File: src/pkg/std_timer_pkg.sv
package std_timer_pkg;
   // register byte addresses, one aligned word each
   localparam logic [7:0] OFF_CONTROL_ZERO  = 8'h00; // run, mode
   localparam logic [7:0] OFF_CONTROL_ONE   = 8'h04; // output and clear control
   localparam logic [7:0] OFF_COUNTER_LOW   = 8'h08;
   localparam logic [7:0] OFF_COUNTER_HIGH  = 8'h0C;
   localparam logic [7:0] OFF_COMPARE_A_LOW = 8'h10;
   localparam logic [7:0] OFF_COMPARE_A_HIGH = 8'h14;
   localparam logic [7:0] OFF_COMPARE_P     = 8'h18;
   localparam logic [7:0] OFF_STATUS        = 8'h1C; // pin level before inversion, read only

   // control zero fields
   localparam int RUN_BIT       = 3;
   localparam int MODE_LSB      = 4;
   // control one fields
   localparam int CLEAR_SEL_BIT = 0;
   localparam int SWAP_BIT      = 1;
   localparam int INVERT_BIT    = 2;
   localparam int LEVEL_BIT     = 3;
   localparam int FUNC_LSB      = 4;

   localparam logic [7:0]  RESET_BYTE    = 8'h00;
   localparam logic [15:0] RESET_COUNTER = 16'h0000;

   // operating modes
   typedef enum logic [1:0] {
      MODE_COMPARE = 2'b00,
      MODE_CAPTURE = 2'b01,
      MODE_PWM     = 2'b10,
      MODE_TIMER   = 2'b11
   } mode_type;

   // output functions in compare mode
   localparam logic [1:0] FUNC_NONE   = 2'b00;
   localparam logic [1:0] FUNC_LOW    = 2'b01;
   localparam logic [1:0] FUNC_HIGH   = 2'b10;
   localparam logic [1:0] FUNC_TOGGLE = 2'b11;
   // output functions in pwm mode
   localparam logic [1:0] FUNC_INACTIVE = 2'b00;
   localparam logic [1:0] FUNC_ACTIVE   = 2'b01;
   localparam logic [1:0] FUNC_PWM      = 2'b10;
endpackage : std_timer_pkg

File: src/standard_timer_output_ctrl.sv
// Register access over APB and the register addresses were chosen for this implementation.
`timescale 1ns/1ps
// Overview of operation
// - compare mode: level bit sets initial pin
// - pwm mode: level bit is active level
// - invert bit inverts the pin
// - timer/counter mode ignores level and invert
// - swap bit exchanges period and duty comparators
// - clear select 1: clear on A match
// - clear select 0: clear on P match/overflow
// - outside capture mode, overflow clear only when P is zero
// - clear select ignored in pwm, capture
// - counter readable as two reset-zero bytes
// - compare A held in two rw bytes
// - run rising edge loads initial pin level
// - P compared against upper counter byte
module standard_timer_output_ctrl (
   input  wire logic        clock_i,
   input  wire logic        reset_n_i,
   input  wire logic        psel_i,
   input  wire logic        penable_i,
   input  wire logic        pwrite_i,
   input  wire logic [7:0]  paddr_i,
   input  wire logic [31:0] pwdata_i,
   output logic      [31:0] prdata_o,
   output logic             pready_o,
   output logic             pslverr_o,
   output logic             timer_out_pin_a_o,
   output logic             timer_out_enable_n_o,
   output logic             match_a_o,
   output logic             match_p_o
);
   // software registers
   logic [7:0]  control_zero;          // run and mode
   logic [7:0]  control_one;           // output and clear control
   logic [7:0]  compare_a_low_byte;    // compare a bits 7..0
   logic [7:0]  compare_a_high_byte;   // compare a bits 15..8
   logic [7:0]  compare_p_value;       // compare p, 8 bits
   logic [15:0] counter;               // internal up counter
   logic        run_last;              // run bit of previous cycle
   logic        pin_state;             // pin before inversion
   logic [15:0] next_counter;
   logic        next_pin_state;

   // field decoding
   wire std_timer_pkg::mode_type mode =
      std_timer_pkg::mode_type'(control_zero[std_timer_pkg::MODE_LSB +: 2]);
   wire       timer_run            = control_zero[std_timer_pkg::RUN_BIT];
   wire       counter_clear_select = control_one[std_timer_pkg::CLEAR_SEL_BIT];
   wire       period_duty_swap     = control_one[std_timer_pkg::SWAP_BIT];
   wire       output_invert        = control_one[std_timer_pkg::INVERT_BIT];
   wire       output_level_ctrl    = control_one[std_timer_pkg::LEVEL_BIT];
   wire [1:0] output_function      = control_one[std_timer_pkg::FUNC_LSB +: 2];
   wire [15:0] compare_a_value     = {compare_a_high_byte, compare_a_low_byte};

   // comparators
   wire match_a   = timer_run && (counter == compare_a_value);
   // period of P blocks of 256 ends one count short of P*256; zero wraps to 16'hFFFF
   wire [7:0] p_last = compare_p_value - 8'h01;                           // last period block
   wire match_p   = timer_run && (counter[15:8] == p_last)
                    && (counter[7:0] == 8'hFF);
   wire p_is_zero = (compare_p_value == 8'h00);
   wire overflow  = timer_run && (counter == 16'hFFFF);
   wire pwm_mode  = (mode == std_timer_pkg::MODE_PWM);
   wire run_rise  = timer_run && !run_last;

   // period and duty sources in pwm
   wire period_end = period_duty_swap ? match_a
                                      : (p_is_zero ? overflow : match_p);
   wire [15:0] duty_value = period_duty_swap ? {compare_p_value, 8'h00}
                                             : compare_a_value;
   wire pwm_active = (counter < duty_value);

   // clear source; select bit only counts outside pwm and capture
   wire clear_on_p = p_is_zero ? overflow : match_p;
   wire compare_like = (mode == std_timer_pkg::MODE_COMPARE) ||
                       (mode == std_timer_pkg::MODE_TIMER);
   wire clear_hit = pwm_mode ? period_end :
                    !compare_like ? overflow :
                    counter_clear_select ? match_a :
                    clear_on_p;

   // counter next value
   always_comb begin
      if (!timer_run) begin
         next_counter = counter;            // paused counter holds its value
      end else if (clear_hit) begin
         next_counter = std_timer_pkg::RESET_COUNTER;
      end else begin
         next_counter = counter + 16'h0001;
      end
   end

   // output pin state before inversion
   always_comb begin
      next_pin_state = pin_state;
      if (run_rise) begin
         next_pin_state = output_level_ctrl;
      end else if (mode == std_timer_pkg::MODE_COMPARE && match_a) begin
         case (output_function)
            std_timer_pkg::FUNC_LOW:    next_pin_state = 1'b0;
            std_timer_pkg::FUNC_HIGH:   next_pin_state = 1'b1;
            std_timer_pkg::FUNC_TOGGLE: next_pin_state = !pin_state;
            default:                    next_pin_state = pin_state;
         endcase
      end else if (pwm_mode) begin
         // level bit names the active level; pulse polarity follows it
         case (output_function)
            std_timer_pkg::FUNC_INACTIVE: next_pin_state = !output_level_ctrl;
            std_timer_pkg::FUNC_ACTIVE:   next_pin_state = output_level_ctrl;
            std_timer_pkg::FUNC_PWM:
               next_pin_state = pwm_active ? output_level_ctrl : !output_level_ctrl;
            default:                      next_pin_state = !output_level_ctrl;
         endcase
      end
   end

   // timer state registers
   always_ff @(posedge clock_i) begin
      if (!reset_n_i) begin
         counter   <= std_timer_pkg::RESET_COUNTER;
         run_last  <= 1'b0;
         pin_state <= 1'b0;
      end else begin
         counter   <= next_counter;
         run_last  <= timer_run;
         pin_state <= next_pin_state;
      end
   end

   // pin drive: timer/counter mode leaves the pin to other functions
   wire drives_pin = (mode == std_timer_pkg::MODE_COMPARE) || pwm_mode;
   always_ff @(posedge clock_i) begin
      if (!reset_n_i) begin
         timer_out_pin_a_o    <= 1'b0;
         timer_out_enable_n_o <= 1'b1;
      end else begin
         timer_out_pin_a_o    <= drives_pin ? (pin_state ^ output_invert) : 1'b0;
         timer_out_enable_n_o <= !drives_pin;
      end
   end

   assign match_a_o = match_a;
   assign match_p_o = match_p;

   // apb slave, zero wait states
   wire apb_access = psel_i && penable_i;
   wire apb_write  = apb_access && pwrite_i;
   wire mapped     = (paddr_i <= std_timer_pkg::OFF_STATUS) && (paddr_i[1:0] == 2'b00);
   wire wr_ctl0    = apb_write && (paddr_i == std_timer_pkg::OFF_CONTROL_ZERO);
   wire wr_ctl1    = apb_write && (paddr_i == std_timer_pkg::OFF_CONTROL_ONE);
   wire wr_a_low   = apb_write && (paddr_i == std_timer_pkg::OFF_COMPARE_A_LOW);
   wire wr_a_high  = apb_write && (paddr_i == std_timer_pkg::OFF_COMPARE_A_HIGH);
   wire wr_p       = apb_write && (paddr_i == std_timer_pkg::OFF_COMPARE_P);
   assign pready_o  = 1'b1;
   assign pslverr_o = apb_access && !mapped;  // unmapped address answers an error

   // register writes; counter bytes are read only and ignore writes
   always_ff @(posedge clock_i) begin
      if (!reset_n_i) begin
         control_zero        <= std_timer_pkg::RESET_BYTE;
         control_one         <= std_timer_pkg::RESET_BYTE;
         compare_a_low_byte  <= std_timer_pkg::RESET_BYTE;
         compare_a_high_byte <= std_timer_pkg::RESET_BYTE;
         compare_p_value     <= std_timer_pkg::RESET_BYTE;
      end else begin
         if (wr_ctl0)   control_zero        <= pwdata_i[7:0];
         if (wr_ctl1)   control_one         <= pwdata_i[7:0];
         if (wr_a_low)  compare_a_low_byte  <= pwdata_i[7:0];
         if (wr_a_high) compare_a_high_byte <= pwdata_i[7:0];
         if (wr_p)      compare_p_value     <= pwdata_i[7:0];
      end
   end

   // read mux, registered in the setup cycle so data is ready at access
   logic [7:0] read_byte;
   always_comb begin
      case (paddr_i)
         std_timer_pkg::OFF_CONTROL_ZERO:   read_byte = control_zero;
         std_timer_pkg::OFF_CONTROL_ONE:    read_byte = control_one;
         std_timer_pkg::OFF_COUNTER_LOW:    read_byte = counter[7:0];
         std_timer_pkg::OFF_COUNTER_HIGH:   read_byte = counter[15:8];
         std_timer_pkg::OFF_COMPARE_A_LOW:  read_byte = compare_a_low_byte;
         std_timer_pkg::OFF_COMPARE_A_HIGH: read_byte = compare_a_high_byte;
         std_timer_pkg::OFF_COMPARE_P:      read_byte = compare_p_value;
         std_timer_pkg::OFF_STATUS:         read_byte = {7'h00, pin_state};
         default:                           read_byte = 8'h00;
      endcase
   end

   always_ff @(posedge clock_i) begin
      if (!reset_n_i) begin
         prdata_o <= 32'h00000000;
      end else if (psel_i && !penable_i) begin
         prdata_o <= {24'h000000, read_byte};
      end
   end

   // checks; all on the timer clock, quiet while reset is held
   // counter clearing in compare, timer/counter, capture and pwm modes

   // select high: an A match clears
   a_clear_on_a: assert property (@(posedge clock_i) disable iff (!reset_n_i)
      (compare_like && counter_clear_select && match_a) |=> (counter == 16'h0000))
      else $error("counter not cleared on compare a match");

   // select high: a P match alone must not clear
   a_a_ignores_p: assert property (@(posedge clock_i) disable iff (!reset_n_i)
      (compare_like && counter_clear_select && match_p && !match_a)
      |=> (counter == $past(counter) + 16'h0001))
      else $error("counter cleared on p match with select high");

   // select low: a P match clears
   a_clear_on_p: assert property (@(posedge clock_i) disable iff (!reset_n_i)
      (compare_like && !counter_clear_select && !p_is_zero && match_p)
      |=> (counter == 16'h0000))
      else $error("counter not cleared on compare p match");

   // select low, nonzero P: nothing but its match clears
   a_no_wrap_clear: assert property (@(posedge clock_i) disable iff (!reset_n_i)
      (compare_like && !counter_clear_select && !p_is_zero && timer_run && !match_p)
      |=> (counter == $past(counter) + 16'h0001))
      else $error("counter cleared without p match");

   // P match lands at the end of a 256 clock block
   a_p_block: assert property (@(posedge clock_i) disable iff (!reset_n_i)
      match_p_o |-> ((counter[7:0] == 8'hFF) && (8'(counter[15:8] + 8'h01) == compare_p_value)))
      else $error("p match away from a block boundary");

   // capture mode clears on overflow only
   a_capture_clear: assert property (@(posedge clock_i) disable iff (!reset_n_i)
      (mode == std_timer_pkg::MODE_CAPTURE && timer_run && !overflow)
      |=> (counter == $past(counter) + 16'h0001))
      else $error("capture mode counter cleared early");

   // pwm: select bit has no say, A is duty here
   a_pwm_ignores_sel: assert property (@(posedge clock_i) disable iff (!reset_n_i)
      (pwm_mode && counter_clear_select && !period_duty_swap && match_a && !match_p && !overflow)
      |=> (counter == $past(counter) + 16'h0001))
      else $error("pwm counter cleared by select bit");

   // swapped: A ends the period
   a_pwm_swap: assert property (@(posedge clock_i) disable iff (!reset_n_i)
      (pwm_mode && period_duty_swap && match_a) |=> (counter == 16'h0000))
      else $error("swapped period not from compare a");

   // swapped: a P match is duty only
   a_swap_p_duty: assert property (@(posedge clock_i) disable iff (!reset_n_i)
      (pwm_mode && period_duty_swap && match_p && !match_a)
      |=> (counter == $past(counter) + 16'h0001))
      else $error("swapped p match cleared counter");

   // register side of the counter and compare A

   // paused counter keeps its value
   a_pause_hold: assert property (@(posedge clock_i) disable iff (!reset_n_i)
      !timer_run |=> (counter == $past(counter)))
      else $error("paused counter moved");

   // counter bytes read live
   a_read_low: assert property (@(posedge clock_i) disable iff (!reset_n_i)
      (psel_i && !penable_i && paddr_i == std_timer_pkg::OFF_COUNTER_LOW)
      |=> (prdata_o == {24'h000000, $past(counter[7:0])}))
      else $error("counter low byte read wrong");

   a_read_high: assert property (@(posedge clock_i) disable iff (!reset_n_i)
      (psel_i && !penable_i && paddr_i == std_timer_pkg::OFF_COUNTER_HIGH)
      |=> (prdata_o == {24'h000000, $past(counter[15:8])}))
      else $error("counter high byte read wrong");

   // software cannot write the counter
   a_counter_ro: assert property (@(posedge clock_i) disable iff (!reset_n_i)
      (psel_i && penable_i && pwrite_i && !timer_run &&
       paddr_i == std_timer_pkg::OFF_COUNTER_LOW) |=> (counter == $past(counter)))
      else $error("counter changed by a write");

   // compare A bytes take written data
   a_write_a_low: assert property (@(posedge clock_i) disable iff (!reset_n_i)
      (psel_i && penable_i && pwrite_i && paddr_i == std_timer_pkg::OFF_COMPARE_A_LOW)
      |=> (compare_a_low_byte == $past(pwdata_i[7:0])))
      else $error("compare a low byte not written");

   a_write_a_high: assert property (@(posedge clock_i) disable iff (!reset_n_i)
      (psel_i && penable_i && pwrite_i && paddr_i == std_timer_pkg::OFF_COMPARE_A_HIGH)
      |=> (compare_a_high_byte == $past(pwdata_i[7:0])))
      else $error("compare a high byte not written");

   // match flag only on full equality
   a_match_a: assert property (@(posedge clock_i) disable iff (!reset_n_i)
      match_a_o |-> (counter == compare_a_value))
      else $error("compare a match with unequal counter");

   // pin behaviour

   // run rise loads the initial level
   a_run_level: assert property (@(posedge clock_i) disable iff (!reset_n_i)
      $rose(timer_run) |=> (pin_state == $past(output_level_ctrl)))
      else $error("initial level not loaded on run rise");

   // compare mode: pin keeps its level until an A match
   a_compare_hold: assert property (@(posedge clock_i) disable iff (!reset_n_i)
      (mode == std_timer_pkg::MODE_COMPARE && timer_run && !run_rise && !match_a)
      |=> (pin_state == $past(pin_state)))
      else $error("compare pin moved without a match");

   // pwm forced active follows the level bit
   a_pwm_active: assert property (@(posedge clock_i) disable iff (!reset_n_i)
      (pwm_mode && timer_run && !run_rise && output_function == std_timer_pkg::FUNC_ACTIVE)
      |=> (pin_state == $past(output_level_ctrl)))
      else $error("pwm active level wrong");

   // pwm wave: active while counter is below A
   a_pwm_wave: assert property (@(posedge clock_i) disable iff (!reset_n_i)
      (pwm_mode && timer_run && !run_rise && !period_duty_swap &&
       output_function == std_timer_pkg::FUNC_PWM)
      |=> (pin_state == (($past(counter) < $past(compare_a_value)) ?
                         $past(output_level_ctrl) : !$past(output_level_ctrl))))
      else $error("pwm wave level wrong");

   // invert bit flips the driven pin
   a_invert_pin: assert property (@(posedge clock_i) disable iff (!reset_n_i)
      (drives_pin && $stable(output_invert))
      |=> (timer_out_pin_a_o == $past(pin_state ^ output_invert)))
      else $error("pin polarity wrong");

   // compare and pwm modes drive the pin
   a_pin_enable: assert property (@(posedge clock_i) disable iff (!reset_n_i)
      (mode == std_timer_pkg::MODE_COMPARE || pwm_mode) |=> !timer_out_enable_n_o)
      else $error("pin not driven in an output mode");

   // timer/counter mode leaves the pin alone
   a_timer_idle: assert property (@(posedge clock_i) disable iff (!reset_n_i)
      (mode == std_timer_pkg::MODE_TIMER) |=> timer_out_enable_n_o && !timer_out_pin_a_o)
      else $error("pin driven in timer counter mode");
endmodule : standard_timer_output_ctrl

File: config.mk
export PLATFORM = sky130hd
export DESIGN_NAME = standard_timer_output_ctrl
export DESIGN_NICKNAME = d
export VERILOG_FILES = /design/src/pkg/std_timer_pkg.sv /design/src/standard_timer_output_ctrl.sv
export SDC_FILE = /design/constraint.sdc
export NUM_CORES = 1
export LEC_CHECK = 0
export BUFFER_PORTS_ARGS = -buffer_cell sky130_fd_sc_hd__buf_4
export CAP_MARGIN = 20
export CORE_ASPECT_RATIO = 1.2
export CORE_MARGIN = 2
export CORE_UTILIZATION = 57
export CTS_CLUSTER_DIAMETER = 40
export DETAILED_ROUTE_END_ITERATION = 10
export HOLD_SLACK_MARGIN = 0.15
export PLACE_DENSITY_LB_ADDON = 0.1
export SLEW_MARGIN = 25
export SYNTH_ARGS = -nofsm -noshare
export SYNTH_HDL_FRONTEND = slang
export SYNTH_SLANG_ARGS = --single-unit
File: constraint.sdc
create_clock -name clock_i -period 2.9 [get_ports clock_i]
set_input_delay 0.435 -clock clock_i [delete_from_list [all_inputs] [get_ports clock_i]]
set_output_delay 0.435 -clock clock_i [all_outputs]
set_load 0.02 [all_outputs]
==> impl_metrics.tcl, run 1 <==
set metrics [dict create \
    p_int_mw 1.462 \
    ys_warn_count 0 \
    drt_wl_total_mm 11.92 \
    swShare_pct 25.29 \
    antennaDiodeCount 0 \
    path_max_fanout 20 \
    drc_errors 0 \
    setup_viol 0 \
    first_pass_iters 5 \
    yosys.area.top_type "dfxtp_1" \
    p_sw_uw 494.8 \
    tritoncts "done" \
    nets 641 \
    leakage_nw 2.201 \
    ios 83 \
    hpwl_mm 8.884 \
    drv_cap 0 \
    powerDensity_nw_per_um2 388.4 \
    fillers 672 \
    vias 3929 \
    area_growth_pct 9.224 \
    layout-drive-gt1-share_pct 13.47 \
    grt_first_pass_wirelength_mm 18.95 \
    fp.coreArea_sq_um 7751 \
    yosysTopAreaCellShare_pct 29.52 \
    crit_type "flop to flop" \
    ys_ff_latch 68 \
    cts_buffer_depth 2 \
    path_clk_slew_ns 0.08 \
    rsz0062_at_grt "no" \
    path_buf_inv 0 \
    hold_violations 0 \
    grt_pass1_vias 3670 \
    placed_cells 655 \
    combPwrFrac_pct 6.3 \
    cts-hold-fix-buffers 0 \
    cts_root_buf "clkbuf_8" \
    avgSynthCellArea_sq_um 8.265 \
    max_freq_ghz 0.3757 \
    cp_data_arrival_time_ns 2.90 \
    grt_max_degree 48 \
    netlist_top_cells_count "68 x dfxtp_1, 63 x nand2_1, 51 x mux2i_1" \
    cp_top_family "compound AO/OA/AOI/OAI gates" \
    tns_ns 0 \
    hold_class "input pin to flop" \
    min_period_ns 2.662 \
    cp.required_ns 3.14 \
    critPathCaptureType "flop" \
    post_drt_via_cell_ratio 5.855 \
    status "complete, no violations" \
    max_slew.worst_pin.slew_ns 0.6728 \
    slowest_stage "dfxtp_2" \
    antenna_found_initial 0 \
    num_rows 35 \
    async_flop_share_pct 0 \
    pwr-share-clk_pct 45.9 \
    synth_area_leaders "dfxtp_1 30%, mux2i_1 11%, ha_1 6.0%" \
    die_area_sq_um 8830 \
    ys_dominant_reg_cell "dfxtp_1" \
    h-tree-depth 3 \
    cts_buffers 9 \
    synth_cells 558 \
    crit_chain "mux2i_1, ha_1, nand4_1, nor3_1, o311ai_0, o211ai_1, xor2_1, a221oi_1, o22ai_1" \
    place_congestion 0.9275 \
    slew_headroom_pct 55.02 \
    clock_latency_ns 0.36 \
    synth_area_sq_um 4612 \
    initial_core_util_pct 59.50 \
    io_buffers 33 \
    fin_crit_sh_pct 91.78 \
    die_w_um 86.12 \
    power_frac_seq_pct 47.7 \
    ys_seq_area_share_pct 29.52 \
    slowest_delay_ns 0.61 \
    gr-usage-all-layers_pct 28.24 \
    yosysMostFrequentCell "dfxtp_1" \
    die_h_um 102.5 \
    fin_cells 671 \
    cts.sinks 68 \
    post_drt_wl_per_cell_um 17.76 \
    drtAntennaViolNets 0 \
    ys_types 50 \
    fin_worst_skew_ns 0.007324 \
    cp-start-kind "flop" \
    ir_drop_v 0.0003967 \
    overflow 0 \
    drv_slew 0 \
    drtIter0Drc 231 \
    synth-edff-count 0 \
]
-- kinds of logic (layout without fill, tap and decap cells) --
kind of cell / after synthesis / after routing / share of synthesized area, %
AO/OA/AOI/OAI: 78 / 78 / 11.56
XOR/XNOR: 40 / 40 / 7.596
adder cells (fa/ha/maj): 22 / 22 / 5.968
buffers and inverters: 73 / 71 / 8.410
flip-flops: 68 / 68 / 29.52
multiplexers: 56 / 56 / 12.29
other: 2 / 25 / 0.1628
AND/OR/NAND/NOR: 219 / 219 / 24.50
-- worst reg2reg max path, delay by kind of cell, from the launching register on --
family | cells | cell delay, ns
flip-flops | 1 | 0.61
XOR/XNOR | 1 | 0.11
multiplexers | 1 | 0.17
AND/OR/NAND/NOR | 2 | 0.44
AO/OA/AOI/OAI | 4 | 0.89
adder cells (fa/ha/maj) | 1 | 0.32
-- power groups by stage --
stage | logic [mW] | registers, mW | clock network [mW]
2_1_floorplan | 0.104 | 0.957 | 0
3_3_place_gp | 0.121 | 0.956 | 0
3_5_place_dp | 0.122 | 0.956 | 0
4_1_cts | 0.122 | 0.934 | 0.908
5_1_grt | 0.132 | 0.934 | 0.944
6_report | 0.124 | 0.934 | 0.898
-- layout make-up --
type	instances	area (sq um)	area share [%]
multi-input cells	440	2954	58.64
well taps	92	115.1	2.285
clock buffers	9	123.9	2.459
inverters	8	30.03	0.5961
clock inverters	7	98.84	1.962
repair buffers	47	352.8	7.004
flip-flops and latches	68	1363	27.05
-- routing by layer --
metal	wire [um]	part of all wire, %	vias up	GRT usage, %
met3	586	4.9	36	3.363
met5	0	0	-	0
met2	5700	48	156	46.69
li1	-	-	1907	-
met4	446	3.7	0	15.87
met1	5183	43	1830	35.78
-- final timing paths --
| check | slack, ns | start | end | depth (start not counted) |
|---|---|---|---|---|
| max | 0.24 | control_one[1] | pin_state | 9 |
| min | 0.37 | pwdata_i[6] | compare_p_value[6] | 3 |
| max reg2reg | 0.24 | control_one[1] | pin_state | 9 |
| min reg2reg | 0.52 | prdata_o[6] | prdata_o[6] | 2 |
-- stage by stage --
| stage | hold slack, ns | worst slack (ns) | total power [mW] | instance area, sq um | util, % |
|---|---|---|---|---|---|
| final | 0.3720 | 0.2384 | 1.956 | 5037 | 64.99 |
| after global routing | 0.3750 | 0.03393 | 2.011 | 5037 | 64.99 |
| after CTS | 0.3655 | 0.1741 | 1.964 | 5032 | 64.92 |
| after detailed placement | 0.5074 | -0.006291 | 1.079 | 4808 | 62.03 |
| after global placement | 0.5009 | 0.03576 | 1.077 | 4808 | 62.03 |
| after floorplan | 0.4816 | 0.3680 | 1.061 | 4698 | - |
-- sequential cells by signal (all words and copies together) (netlist names) --
| name | flops |
|---|---|
| timer_out_pin_a_o | 1 |
| control_zero | 8 |
| run_last | 1 |
| compare_a_low_byte | 8 |
| counter | 16 |
| pin_state | 1 |
| compare_a_high_byte | 8 |
| control_one | 8 |
| prdata_o | 8 |
| timer_out_enable_n_o | 1 |
| compare_p_value | 8 |
-- layout by cell type, fill, tap and decap left out, types with 14 or more instances in the layout --
cell type / instances
o21ai_0: 14
dfxtp_1: 67
nand2_1: 63
nand2b_1: 15
nand3_1: 15
mux2i_1: 51
nor2_1: 34
nor2b_1: 42
a21oi_1: 19
xnor2_1: 22
buf_4: 47
xor2_1: 18
conb_1: 25
ha_1: 22
-- repair_timing --
| action | in CTS | in global routing |
|---|---|---|
| setup endpoints to repair | 1 | 1 |
| buffers inserted | 0 | 0 |
| gates resized for setup | 1 | 1 |
Note: power is estimated with default switching activity, not from simulation.
==> run 2, diff against run 1 <==
RECOVER_POWER = 25   (was default)
==> impl_metrics.tcl, run 2 (synthesized netlist as in run 1, its figures left out) <==
set metrics [dict create \
    status "complete, no violations" \
    die_area_sq_um 8830 \
    ir_drop_v 0.0003990 \
    initial_core_util_pct 59.50 \
    max_freq_ghz 0.3778 \
    rsz0062_at_grt "no" \
    first_pass_iters 7 \
    fin_cells 671 \
    cts-hold-fix-buffers 0 \
    h-tree-depth 3 \
    powerDensity_nw_per_um2 391.9 \
    gr-usage-all-layers_pct 28.24 \
    nets 641 \
    tns_ns 0 \
    path_max_fanout 20 \
    grt_first_pass_wirelength_mm 18.95 \
    max_flop_register "counter" \
    vias 3924 \
    io_buffers 33 \
    hold_violations 0 \
    cp.required_ns 3.14 \
    grt_max_degree 48 \
    fillers 682 \
    hpwl_mm 8.884 \
    setup_viol 0 \
    drv_cap 0 \
    drtIter0Drc 259 \
    crit_type "flop to flop" \
    path_clk_slew_ns 0.08 \
    cts_buffer_depth 2 \
    most-common-layout-cells "67 x dfxtp_1, 63 x nand2_1, 51 x mux2i_1, 42 x nor2b_1" \
    antenna_found_initial 0 \
    num_rows 35 \
    hold_class "input pin to flop" \
    min_period_ns 2.647 \
    slew_headroom_pct 32.39 \
    die_h_um 102.5 \
    grt_pass1_vias 3670 \
    ios 83 \
    cp_data_arrival_time_ns 2.89 \
    drc_errors 0 \
    leakage_nw 2.144 \
    placed_cells 655 \
    post_drt_wl_per_cell_um 17.72 \
    max_slew.worst_pin.slew_ns 1.014 \
    clock_latency_ns 0.36 \
    layout-drive-gt1-share_pct 11.23 \
    fp.coreArea_sq_um 7751 \
    fin_crit_sh_pct 91.27 \
    antennaDiodeCount 0 \
    critPathCaptureType "flop" \
    overflow 0 \
    die_w_um 86.12 \
    postLayoutCoreUtil_pct 64.36 \
    cts_root_buf "clkbuf_8" \
    place_congestion 0.9275 \
    cts_buffers 9 \
    drtAntennaViolNets 0 \
    largest_reg_flops 16 \
    drt_wl_total_mm 11.89 \
    fin_worst_skew_ns 0.005935 \
    drv_slew 0 \
    tritoncts "done" \
    layout_commonest_cell "dfxtp_1" \
    post_drt_via_cell_ratio 5.848 \
    cp-start-kind "flop" \
    post_cts.repair.setup_buffers 0 \
    area_growth_pct 8.166 \
    cts.sinks 68 \
]
run 2: cell count changes in the layout (fill, tap and decap cells not counted), sizes merged:
cell	delta
buf	-13
clkbuf	+13
run 2: report_power, final:
group / internal [mW] / switching (mW) / leakage [nW]
sequential: 0.934 / 0.000473 / 0.548
combinational: 0.0383 / 0.0838 / 1.49
clock: 0.488 / 0.411 / 0.110
run 2: metrics by stage:
stage	power [mW]	area, sq um	setup slack [ns]	hold WS, ns
after floorplan	1.061	4698	0.3680	0.4816
after global placement	1.077	4808	0.03576	0.5009
after detailed placement	1.079	4808	-0.006291	0.5074
after CTS	1.964	5032	0.1741	0.3655
after global routing	2.009	4989	0.03393	0.3750
final	1.955	4989	0.2531	0.3733
run 2: final timing paths:
kind             startpoint                 end  slack [ns]  depth (start not counted)
max          control_one[1]           pin_state        0.25                          9
min             pwdata_i[6]  compare_p_value[6]        0.37                          3
max reg2reg  control_one[1]           pin_state        0.25                          9
min reg2reg     prdata_o[6]         prdata_o[6]        0.52                          2
run 2: layout make-up:
cell class | count | area [sq um] | share of cell area (%)
sequential | 68 | 1363 | 27.31
clock inverter | 7 | 98.84 | 1.981
tap | 92 | 115.1 | 2.307
multi-input combinational | 440 | 2954 | 59.22
clock buffer | 9 | 123.9 | 2.483
inverter | 8 | 30.03 | 0.6020
timing repair buffer | 47 | 304.0 | 6.095
run 2: worst max-delay path, cell delays in order (launching register included):
cell      delay [ns]
dfxtp_2         0.62
mux2i_1         0.17
ha_1            0.32
nand4_1         0.13
nor3_1          0.31
o311ai_0        0.24
o211ai_1        0.21
xor2_1          0.11
a221oi_1        0.30
o22ai_1         0.11
run 2: layer usage:
metal / global-route usage [%] / up-vias / wire length (um)
met3: 3.363 / 44 / 562
met2: 46.69 / 153 / 5705
met4: 15.87 / 0 / 486
met5: 0 / - / 0
met1: 35.78 / 1820 / 5133
li1: - / 1907 / -
run 2: timing repair:
action,in CTS,in global routing
setup endpoints to repair,1,1
pin swaps,0,0
resized for setup,1,1
